### config.mk
export PLATFORM = sky130hd
export DESIGN_NAME = tmz_timer
export DESIGN_NICKNAME = d
export VERILOG_FILES = /design/src/pkg/tmz_pkg.sv /design/src/verilog/tmz_timer.sv /design/src/verilog/tmz_prescaler.sv
export VERILOG_INCLUDE_DIRS = /design/src /design/src/pkg
export SDC_FILE = /design/constraint.sdc
export NUM_CORES = 1
export LEC_CHECK = 0
export BUFFER_PORTS_ARGS = -buffer_cell sky130_fd_sc_hd__buf_2
export CORE_UTILIZATION = 47
export CTS_CLUSTER_SIZE = 16
export DETAILED_ROUTE_END_ITERATION = 12
export GPL_TIMING_DRIVEN = 0
export PLACE_DENSITY = 0.81
export SYNTH_ARGS = -nofsm -noshare
export SYNTH_HDL_FRONTEND = slang
export SYNTH_SLANG_ARGS = --single-unit
### constraint.sdc
create_clock -name clk_sys -period 3.28 [get_ports clk_sys]
set_clock_uncertainty 0.2 [all_clocks]
set_input_delay 0.492 -clock clk_sys [delete_from_list [all_inputs] [get_ports clk_sys]]
set_output_delay 0.492 -clock clk_sys [all_outputs]
set_load 0.02 [all_outputs]
### src/pkg/tmz_cfg.svh
`ifndef TMZ_CFG_SVH
`define TMZ_CFG_SVH
// register indices, and byte addresses on the bus at four times the index
`define TMZ_IDX_MODE 8'hDA
`define TMZ_IDX_COUNT 8'hDB
`define TMZ_IDX_RELOAD 8'hCD
`define TMZ_IDX_CLKSEL 8'hD8
`define TMZ_IDX_STATUS 8'hDC
`define TMZ_ADDR_MODE 12'h368
`define TMZ_ADDR_COUNT 12'h36C
`define TMZ_ADDR_RELOAD 12'h334
`define TMZ_ADDR_CLKSEL 12'h360
`define TMZ_ADDR_STATUS 12'h370
// mode_control fields
`define TMZ_B_PWM 0
`define TMZ_B_BUZ 1
`define TMZ_B_ALOAD 2
`define TMZ_B_EXT 3
`define TMZ_B_RATE_LO 4
`define TMZ_B_RATE_HI 6
`define TMZ_B_ENB 7
// clock select register fields
`define TMZ_B_GWAKE 1
`define TMZ_B_FAST 2
// status register fields
`define TMZ_B_OVF 0
`define TMZ_B_IEN 1
`define TMZ_B_EINT 2
`define TMZ_RST_BYTE 8'h00
`define TMZ_CNT_MAX 8'hFF
`define TMZ_MASK_64 8'h3F
`define TMZ_MASK_32 8'h1F
`define TMZ_MASK_16 8'h0F
`define TMZ_PRE_W 8
`define TMZ_SHIFT_SLOW 4'h8
`define TMZ_SHIFT_FAST 4'h7
`define TMZ_RESP_OK 2'b00
`define TMZ_RESP_ERR 2'b10
`endif

### src/pkg/tmz_pkg.sv
package tmz_pkg;
    // one bus write as seen by the register logic
    typedef struct packed {
        logic en;
        logic [11:0] addr;
        logic [31:0] data;
        logic [3:0] strb;
    } tmz_wr_t;
    // mode_control bit layout
    typedef struct packed {
        logic enb;
        logic [2:0] rate;
        logic ext;
        logic aload;
        logic buz;
        logic pwm;
    } tmz_mode_t;
    typedef enum logic [1:0] {
        TMZ_IDLE,
        TMZ_RESP
    } tmz_bus_st_t;
endpackage

### src/verilog/tmz_timer.sv
// Added by the designer: the AXI4-Lite register port.
`timescale 1ns/1ps
`include "tmz_cfg.svh"
// Operation
// counter is an 8-bit up counter stepping once per selected count clock
// counting runs only while mode bit 7 is set
// wrap from FF to 00 sets the overflow flag
// overflow flag stays set until software writes it to zero
// enabled overflow raises an interrupt request toward vector 8
// reload on overflow if auto-reload set, always in PWM mode
// reload writes land in a buffer, applied at next overflow
// mode bit 3 selects event counting on the input pin
// slow path divides instruction clock by 256 down to 2
// fast path divides oscillator clock by 128 down to 1
// prescale code lives in mode bits 6 to 4
// PWM enable bit 0 drives the PWM waveform on the output pin
// buzzer toggles the pin each overflow when PWM is off
// in PWM mode buzzer and auto-reload bits pick the period
// event counter mode holds the external pin interrupt flag at zero
// low-power mode keeps running; wake on overflow only if enabled
// software configures fully before setting the enable bit
// 256 steps, one per selected clock period
// PWM overflows every 256, 64, 32 or 16 counts
// fast clock select is bit 2 of a second mode register
// event pin synchronised, one count per rising edge
// PWM output high from reload until overflow boundary
module tmz_timer
    import tmz_pkg::*;
(
    // clock and reset
    input wire logic clk_sys,
    input wire logic rst_n,
    // axi4-lite write address and data
    input wire logic [11:0] s_axi_awaddr,
    input wire logic s_axi_awvalid,
    output logic s_axi_awready,
    input wire logic [31:0] s_axi_wdata,
    input wire logic [3:0] s_axi_wstrb,
    input wire logic s_axi_wvalid,
    output logic s_axi_wready,
    // axi4-lite write response
    output logic [1:0] s_axi_bresp,
    output logic s_axi_bvalid,
    input wire logic s_axi_bready,
    // axi4-lite read
    input wire logic [11:0] s_axi_araddr,
    input wire logic s_axi_arvalid,
    output logic s_axi_arready,
    output logic [31:0] s_axi_rdata,
    output logic [1:0] s_axi_rresp,
    output logic s_axi_rvalid,
    input wire logic s_axi_rready,
    // rate sources
    input wire logic cpu_tick,
    input wire logic hosc_tick,
    // pins and system
    input wire logic event_input_pin,
    input wire logic ext_int_event,
    input wire logic green_mode,
    output logic pwm_pin_out,
    output logic pwm_pin_oe,
    output logic overflow_irq,
    output logic green_wake,
    output logic ext_int_flag
);
    tmz_mode_t mode_ff, nxt_mode;
    logic [7:0] count_ff, nxt_count;
    logic [7:0] reload_buf_ff, nxt_reload_buf;
    logic fast_ff, nxt_fast;
    logic gwake_ff, nxt_gwake;
    logic ien_ff, nxt_ien;
    logic ovf_ff, nxt_ovf;
    logic buz_ff, nxt_buz;
    logic pwm_ff, nxt_pwm;
    logic wake_ff, nxt_wake;
    logic eint_ff, nxt_eint;
    logic [2:0] evs_ff;
    logic aw_ff, nxt_aw, w_ff, nxt_w;
    logic [11:0] awaddr_ff, nxt_awaddr;
    logic [31:0] wdata_ff, nxt_wdata;
    logic [3:0] wstrb_ff, nxt_wstrb;
    tmz_bus_st_t bst_ff, nxt_bst;
    logic [1:0] bresp_ff, nxt_bresp;
    tmz_bus_st_t rst_st_ff, nxt_rst_st;
    logic [31:0] rdata_ff, nxt_rdata;
    logic [1:0] rresp_ff, nxt_rresp;
    tmz_wr_t wr;
    logic pre_tick, ev_rise, step, wrap, ovf_ev;
    logic [7:0] bmask;

    // address decode shared by read and write paths
    function automatic logic addr_hit(input logic [11:0] a);
        addr_hit = (a == `TMZ_ADDR_MODE) || (a == `TMZ_ADDR_COUNT) ||
                   (a == `TMZ_ADDR_RELOAD) || (a == `TMZ_ADDR_CLKSEL) ||
                   (a == `TMZ_ADDR_STATUS);
    endfunction

    tmz_prescaler u_pre (
        .clk_sys(clk_sys),
        .rst_n(rst_n),
        .cpu_tick(cpu_tick),
        .hosc_tick(hosc_tick),
        .fast_sel(fast_ff),
        .rate(mode_ff.rate),
        .tick(pre_tick)
    );

    // event pin: two-flop synchroniser then edge stage
    always_ff @(posedge clk_sys) begin
        if (!rst_n) begin
            evs_ff <= 3'b000;
        end else begin
            evs_ff <= {evs_ff[1:0], event_input_pin};
        end
    end
    assign ev_rise = evs_ff[1] && !evs_ff[2];

    // count step: pin edges in event mode, else prescaled clock
    assign step = mode_ff.enb && (mode_ff.ext ? ev_rise : pre_tick);
    // PWM boundary mask picks 256/64/32/16 count period
    always_comb begin
        case ({mode_ff.aload, mode_ff.buz})
            2'b01: bmask = `TMZ_MASK_64;
            2'b10: bmask = `TMZ_MASK_32;
            2'b11: bmask = `TMZ_MASK_16;
            default: bmask = `TMZ_CNT_MAX;
        endcase
    end
    // overflow: FF to 00, or the PWM boundary in PWM mode
    assign wrap = mode_ff.pwm ? ((count_ff & bmask) == bmask) : (count_ff == `TMZ_CNT_MAX);
    assign ovf_ev = step && wrap;

    assign wr = {aw_ff && w_ff, awaddr_ff, wdata_ff, wstrb_ff}; // commit once both halves held

    // timer core and register writes
    always_comb begin
        nxt_mode = mode_ff;
        nxt_count = count_ff;
        nxt_reload_buf = reload_buf_ff;
        nxt_fast = fast_ff;
        nxt_gwake = gwake_ff;
        nxt_ien = ien_ff;
        nxt_ovf = ovf_ff;
        nxt_buz = buz_ff;
        nxt_pwm = pwm_ff;
        nxt_eint = eint_ff;
        if (wr.en && wr.strb[0]) begin
            case (wr.addr)
                `TMZ_ADDR_MODE: nxt_mode = tmz_mode_t'(wr.data[7:0]);
                `TMZ_ADDR_COUNT: nxt_count = wr.data[7:0];
                `TMZ_ADDR_RELOAD: nxt_reload_buf = wr.data[7:0];
                `TMZ_ADDR_CLKSEL: begin
                    nxt_fast = wr.data[`TMZ_B_FAST];
                    nxt_gwake = wr.data[`TMZ_B_GWAKE];
                end
                `TMZ_ADDR_STATUS: begin
                    nxt_ien = wr.data[`TMZ_B_IEN];
                    if (!wr.data[`TMZ_B_OVF]) begin
                        nxt_ovf = 1'b0; // software clear only
                    end
                end
                default: ;
            endcase
        end
        // counter steps after any register write so hardware wins the cycle
        if (step) begin
            nxt_count = count_ff + 8'h01;
            nxt_pwm = pwm_ff;
            if (ovf_ev) begin
                nxt_ovf = 1'b1; // set wins over clear
                if (mode_ff.pwm || mode_ff.aload) begin
                    nxt_count = reload_buf_ff; // buffered value moves in
                    nxt_pwm = 1'b1;
                end else begin
                    nxt_count = 8'h00;
                end
                if (!mode_ff.pwm) begin
                    nxt_buz = ~buz_ff;
                end
            end
        end
        // PWM stays high from reload up to the boundary, then drops
        if (mode_ff.pwm && step && ((count_ff & bmask) == (bmask - 8'h01))) begin
            nxt_pwm = 1'b0;
        end
        // external pin interrupt flag blocked in event mode
        if (mode_ff.ext) begin
            nxt_eint = 1'b0;
        end else if (ext_int_event) begin
            nxt_eint = 1'b1;
        end else if (wr.en && wr.strb[0] && (wr.addr == `TMZ_ADDR_STATUS) &&
                     !wr.data[`TMZ_B_EINT]) begin
            nxt_eint = 1'b0;
        end
        // low-power wake on overflow when enabled
        nxt_wake = green_mode && gwake_ff && ovf_ev;
    end

    always_ff @(posedge clk_sys) begin
        if (!rst_n) begin
            mode_ff <= tmz_mode_t'(`TMZ_RST_BYTE);
            count_ff <= `TMZ_RST_BYTE;
            reload_buf_ff <= `TMZ_RST_BYTE;
            fast_ff <= 1'b0;
            gwake_ff <= 1'b0;
            ien_ff <= 1'b0;
            ovf_ff <= 1'b0;
            buz_ff <= 1'b0;
            pwm_ff <= 1'b0;
            wake_ff <= 1'b0;
            eint_ff <= 1'b0;
        end else begin
            mode_ff <= nxt_mode;
            count_ff <= nxt_count;
            reload_buf_ff <= nxt_reload_buf;
            fast_ff <= nxt_fast;
            gwake_ff <= nxt_gwake;
            ien_ff <= nxt_ien;
            ovf_ff <= nxt_ovf;
            buz_ff <= nxt_buz;
            pwm_ff <= nxt_pwm;
            wake_ff <= nxt_wake;
            eint_ff <= nxt_eint;
        end
    end

    // pin: PWM has priority, buzzer only with PWM off, else left to GPIO
    assign pwm_pin_oe = mode_ff.pwm || mode_ff.buz;
    assign pwm_pin_out = mode_ff.pwm ? pwm_ff : (mode_ff.buz && buz_ff);
    // level request while flag and enable are both set
    assign overflow_irq = ovf_ff && ien_ff;
    assign green_wake = wake_ff;
    assign ext_int_flag = eint_ff;

    // write channel: take address and data in either order
    always_comb begin
        nxt_aw = aw_ff;
        nxt_w = w_ff;
        nxt_awaddr = awaddr_ff;
        nxt_wdata = wdata_ff;
        nxt_wstrb = wstrb_ff;
        nxt_bst = bst_ff;
        nxt_bresp = bresp_ff;
        if (s_axi_awvalid && s_axi_awready) begin
            nxt_aw = 1'b1;
            nxt_awaddr = s_axi_awaddr;
        end
        if (s_axi_wvalid && s_axi_wready) begin
            nxt_w = 1'b1;
            nxt_wdata = s_axi_wdata;
            nxt_wstrb = s_axi_wstrb;
        end
        case (bst_ff)
            TMZ_IDLE: begin
                if (aw_ff && w_ff) begin
                    nxt_aw = 1'b0;
                    nxt_w = 1'b0;
                    nxt_bst = TMZ_RESP;
                    nxt_bresp = addr_hit(awaddr_ff) ? `TMZ_RESP_OK : `TMZ_RESP_ERR;
                end
            end
            TMZ_RESP: begin
                if (s_axi_bready) begin
                    nxt_bst = TMZ_IDLE;
                end
            end
            default: nxt_bst = TMZ_IDLE;
        endcase
    end

    // read channel: one read at a time, answer one cycle after the address
    always_comb begin
        nxt_rst_st = rst_st_ff;
        nxt_rdata = rdata_ff;
        nxt_rresp = rresp_ff;
        case (rst_st_ff)
            TMZ_IDLE: begin
                if (s_axi_arvalid) begin
                    nxt_rst_st = TMZ_RESP;
                    nxt_rresp = addr_hit(s_axi_araddr) ? `TMZ_RESP_OK : `TMZ_RESP_ERR;
                    case (s_axi_araddr)
                        `TMZ_ADDR_MODE: nxt_rdata = {24'h000000, mode_ff};
                        `TMZ_ADDR_COUNT: nxt_rdata = {24'h000000, count_ff};
                        // reload register is write-only; reads see zero
                        `TMZ_ADDR_CLKSEL: nxt_rdata = {29'h00000000, fast_ff, gwake_ff, 1'b0};
                        `TMZ_ADDR_STATUS: nxt_rdata = {29'h00000000, eint_ff, ien_ff, ovf_ff};
                        default: nxt_rdata = 32'h00000000;
                    endcase
                end
            end
            TMZ_RESP: begin
                if (s_axi_rready) begin
                    nxt_rst_st = TMZ_IDLE;
                end
            end
            default: nxt_rst_st = TMZ_IDLE;
        endcase
    end

    always_ff @(posedge clk_sys) begin
        if (!rst_n) begin
            aw_ff <= 1'b0;
            w_ff <= 1'b0;
            awaddr_ff <= 12'h000;
            wdata_ff <= 32'h00000000;
            wstrb_ff <= 4'h0;
            bst_ff <= TMZ_IDLE;
            bresp_ff <= `TMZ_RESP_OK;
            rst_st_ff <= TMZ_IDLE;
            rdata_ff <= 32'h00000000;
            rresp_ff <= `TMZ_RESP_OK;
        end else begin
            aw_ff <= nxt_aw;
            w_ff <= nxt_w;
            awaddr_ff <= nxt_awaddr;
            wdata_ff <= nxt_wdata;
            wstrb_ff <= nxt_wstrb;
            bst_ff <= nxt_bst;
            bresp_ff <= nxt_bresp;
            rst_st_ff <= nxt_rst_st;
            rdata_ff <= nxt_rdata;
            rresp_ff <= nxt_rresp;
        end
    end

    // handshakes: accept a channel only while its slot is empty
    assign s_axi_awready = !aw_ff && (bst_ff == TMZ_IDLE);
    assign s_axi_wready = !w_ff && (bst_ff == TMZ_IDLE);
    assign s_axi_bvalid = (bst_ff == TMZ_RESP);
    assign s_axi_bresp = bresp_ff;
    assign s_axi_arready = (rst_st_ff == TMZ_IDLE);
    assign s_axi_rvalid = (rst_st_ff == TMZ_RESP);
    assign s_axi_rdata = rdata_ff;
    assign s_axi_rresp = rresp_ff;
endmodule

### src/verilog/tmz_prescaler.sv
`timescale 1ns/1ps
`include "tmz_cfg.svh"
// free running divider; emits one-cycle count enables for the selected rate
module tmz_prescaler
    import tmz_pkg::*;
(
    // clock and reset
    input wire logic clk_sys,
    input wire logic rst_n,
    // rate sources and selection
    input wire logic cpu_tick,
    input wire logic hosc_tick,
    input wire logic fast_sel,
    input wire logic [2:0] rate,
    // count enable
    output logic tick
);
    logic [`TMZ_PRE_W-1:0] div_ff;
    logic [`TMZ_PRE_W-1:0] nxt_div;
    logic src;
    logic [3:0] shift;
    logic [`TMZ_PRE_W-1:0] mask;

    // base tick: instruction clock or fast oscillator
    assign src = fast_sel ? hosc_tick : cpu_tick;
    // code 000b divides by 256 (or 128 on the fast path), 111b by 2 (or 1)
    assign shift = fast_sel ? (`TMZ_SHIFT_FAST - {1'b0, rate}) : (`TMZ_SHIFT_SLOW - {1'b0, rate});
    assign mask = `TMZ_PRE_W'((9'h001 << shift) - 9'h001);

    always_comb begin
        nxt_div = div_ff;
        if (src) begin
            nxt_div = div_ff + `TMZ_PRE_W'h01;
        end
    end

    always_ff @(posedge clk_sys) begin
        if (!rst_n) begin
            div_ff <= '0;
        end else begin
            div_ff <= nxt_div;
        end
    end

    // fires once every 2^shift source ticks
    assign tick = src && ((div_ff & mask) == mask);
endmodule

==> out/results.tsv <==
metric	value	unit
initial antenna violation count	0	
Worst slew margin	0.428	
final std cells w/o fill	712	
wire per inst	14.1	µm
leak pwr	2.06	nW
final net count	676	
DRT iter0 DRCs	273	
DRC viols	1	
pwr/cell area	393	mW/mm²
Worst Tran Pin Value	0.852	ns
total CTS buffers	9	
most frequent cells in the layout	dfxtp_1 (78), nand2_1 (69), buf_2 (67)	
Cells after DPL	695	
critical path startpoint category	flop	
top cells by area, synth	dfxtp_1 (37%), mux2i_1 (7.9%), nand2_1 (6.2%)	
# rows	34	
DR vias	3834	
CP max-delay cell	or3_1	
crit-path cells	clkbuf_4, inv_2, ha_4, or2_2, a21oi_1, a21oi_1, ha_1, inv_1, a221oi_4, xnor2_2, a211oi_4, buf_6, buf_4, or3_1, nand4_1	
most common cell after layout, fill and taps aside	dfxtp_1	
Buffers on Ports	63	
largest net degree at the start of global routing	15	
Critical Path RT	3.39	ns
status	finished with violations	
P&R area growth vs syn	19.1	%
DPL Wire Length	7400	µm
TritonCTS clock tree	built	
Hold Buf Count CTS	0	
Mapped Cells	499	
post-synthesis register bit count	78	
Design Area, Final	0.00497	mm²
Yosys top cell area share	0.374	
Worst VDD drop	0.216	mV
Avg Cell Area, Syn	8.36	µm²
gr usage total	0.221	
Fill cells	824	
crit-path max FO	9	
Worst Hold Class	primary input to flop	
RSZ-0062 raised after global routing	no	
first-pass GRT wire length	15700	µm
failing checks	design-rule violations	
fmax	325	MHz
DIE AREA	0.00926	mm²
I/O Pins	118	
crit path launch	mode_ff[5]	
Final Hold Vio Count	0	
post-synth top area cell	dfxtp_1	
CORE AREA	0.00868	mm²
# clock sinks	78	
EDFF count, synth	0	
Clock Pin Slew Worst Setup and Hold Paths	0.08	ns
Yosys Warn Count	0	
total grt overflow	0	
Synth Flop Type	dfxtp_1	
ys async rst share	0	
worst hold margin	0.111	ns
Post-DP Area	0.00472	mm²
Longest Clk Path Bufs	2	
RePlAce Congestion	0.913	
final setup vio count	0	
share of layout cells above drive strength 1	0.228	
Final min period	3.08	ns
setup TNS	0	ns
CP max stage delay	0.34	ns
Critical Path End Type	flop	
Post-DRT Antenna Nets	0	
Initial Util	0.481	
worst hold start	s_axi_rready	
vias in the first global route	3328	
final core area utilization	0.573	
final wirelength	10100	µm
Pins Over Slew Limit	0	
die width	96.2	µm
MaxCap Viol Count	0	
Yosys cell types	65	
drt via density	5.38	
crit share post-route	0.938	
Worst-Skew Late Latency	0.37	ns
CTS root buf	clkbuf_8	
H-tree lvl count	3	
CP most frequent cell	a21oi_1	
die height	96.2	µm
Mapped Area	0.00417	mm²
Seq/Total Area, Yosys	0.374	
first-pass iteration count of the detailed router	9	
WP data arrival	3.18	ns
crit path kind	flop to flop	
number of diodes	0	
worst r2r src	mode_ff[5]	
critical path, delay by kind of cell (launching register included):
kind,cells,cell delay [ns]
buffers and inverters,5,0.64
AO/OA/AOI/OAI,4,0.60
AND/OR/NAND/NOR,3,0.56
adder cells (fa/ha/maj),2,0.54
flip-flops,1,0.31
XOR/XNOR,1,0.19
state kept, by name, summed over array words and instances (netlist names), 3 cells and up:
register,count
awaddr_ff,12
count_ff,8
evs_ff,3
mode_ff,8
reload_buf_ff,8
s_axi_rdata,8
u_pre.div_ff,8
wdata_ff,8
per-stage QoR:
step	power (mW)	setup WS (ns)
floorplan	1.16	0.379
detailed placement	1.23	-0.128
global route	2.03	0.0330
CTS	1.96	0.0126
finish	1.96	0.204
global placement	1.22	-0.0302
Yosys cell counts (2+ instances only):
master	number
dfxtp_1	78
nand2_1	69
nor2_1	56
a21oi_1	39
mux2i_1	33
buf_4	26
clkbuf_1	17
nand3_1	15
inv_1	14
a31oi_1	12
o22ai_1	9
o21ai_0	8
and2_1	7
xnor2_1	7
buf_2	6
nand4_1	6
xor2_1	6
and3_1	5
ha_1	5
nor3b_1	5
a211oi_1	4
mux2_2	4
nor2b_1	4
a21o_1	3
a22oi_1	3
a41oi_1	3
buf_1	3
nand2b_1	3
nor4_1	3
or2_2	3
or3_1	3
and4_1	2
nand4bb_1	2
nor3_1	2
nor3_4	2
nor4_4	2
or3b_1	2
timing repair:
action,4_1_cts,5_1_grt
endpoints found under the setup margin,8,12
gates resized for setup,2,6
pin swaps,1,1
setup buffers,2,0
worst paths after layout:
path	slack [ns]	endpoint	depth (start not counted)
worst max-delay path	0.20	buz_ff	15
worst min-delay path	0.11	rst_st_ff[0]	2
worst max register to register	0.20	buz_ff	15
worst min register to register	0.24	evs_ff[1]	1
cell type report:
type,count,area (µm²),share of cell area
inverter,15,56.3,0.0113
multi-input combinational,379,2380,0.479
tap,108,135,0.0272
clock inverter,6,68.8,0.0138
timing repair buffer,65,334,0.0672
buffer,51,298,0.0599
clock buffer,10,138,0.0277
sequential,78,1560,0.314
layer usage:
layer | vias up | share of wire | wire length [µm] | track usage
li1 | 1893 | - | - | -
met1 | 1765 | 0.45 | 4520 | 0.289
met2 | 165 | 0.47 | 4720 | 0.360
met3 | 11 | 0.071 | 716 | 0.0490
met4 | 0 | 0.011 | 106 | 0.0734
met5 | - | 0 | 0 | 0
power breakdown:
part	total [mW]	internal, mW	switching (mW)
combinational	0.208	0.0824	0.126
sequential	1.00	0.974	0.0277
clock	0.746	0.376	0.370
total	1.96	1.43	0.524
kinds of logic after synthesis:
group	after synthesis	share of synthesized area
adder cells (fa/ha/maj)	5	0.0150
other	1	0.000898
AO/OA/AOI/OAI	97	0.156
multiplexers	38	0.0926
flip-flops	78	0.374
AND/OR/NAND/NOR	199	0.244
buffers and inverters	67	0.0854
XOR/XNOR	14	0.0312
Power figures use the tool's default switching activity.
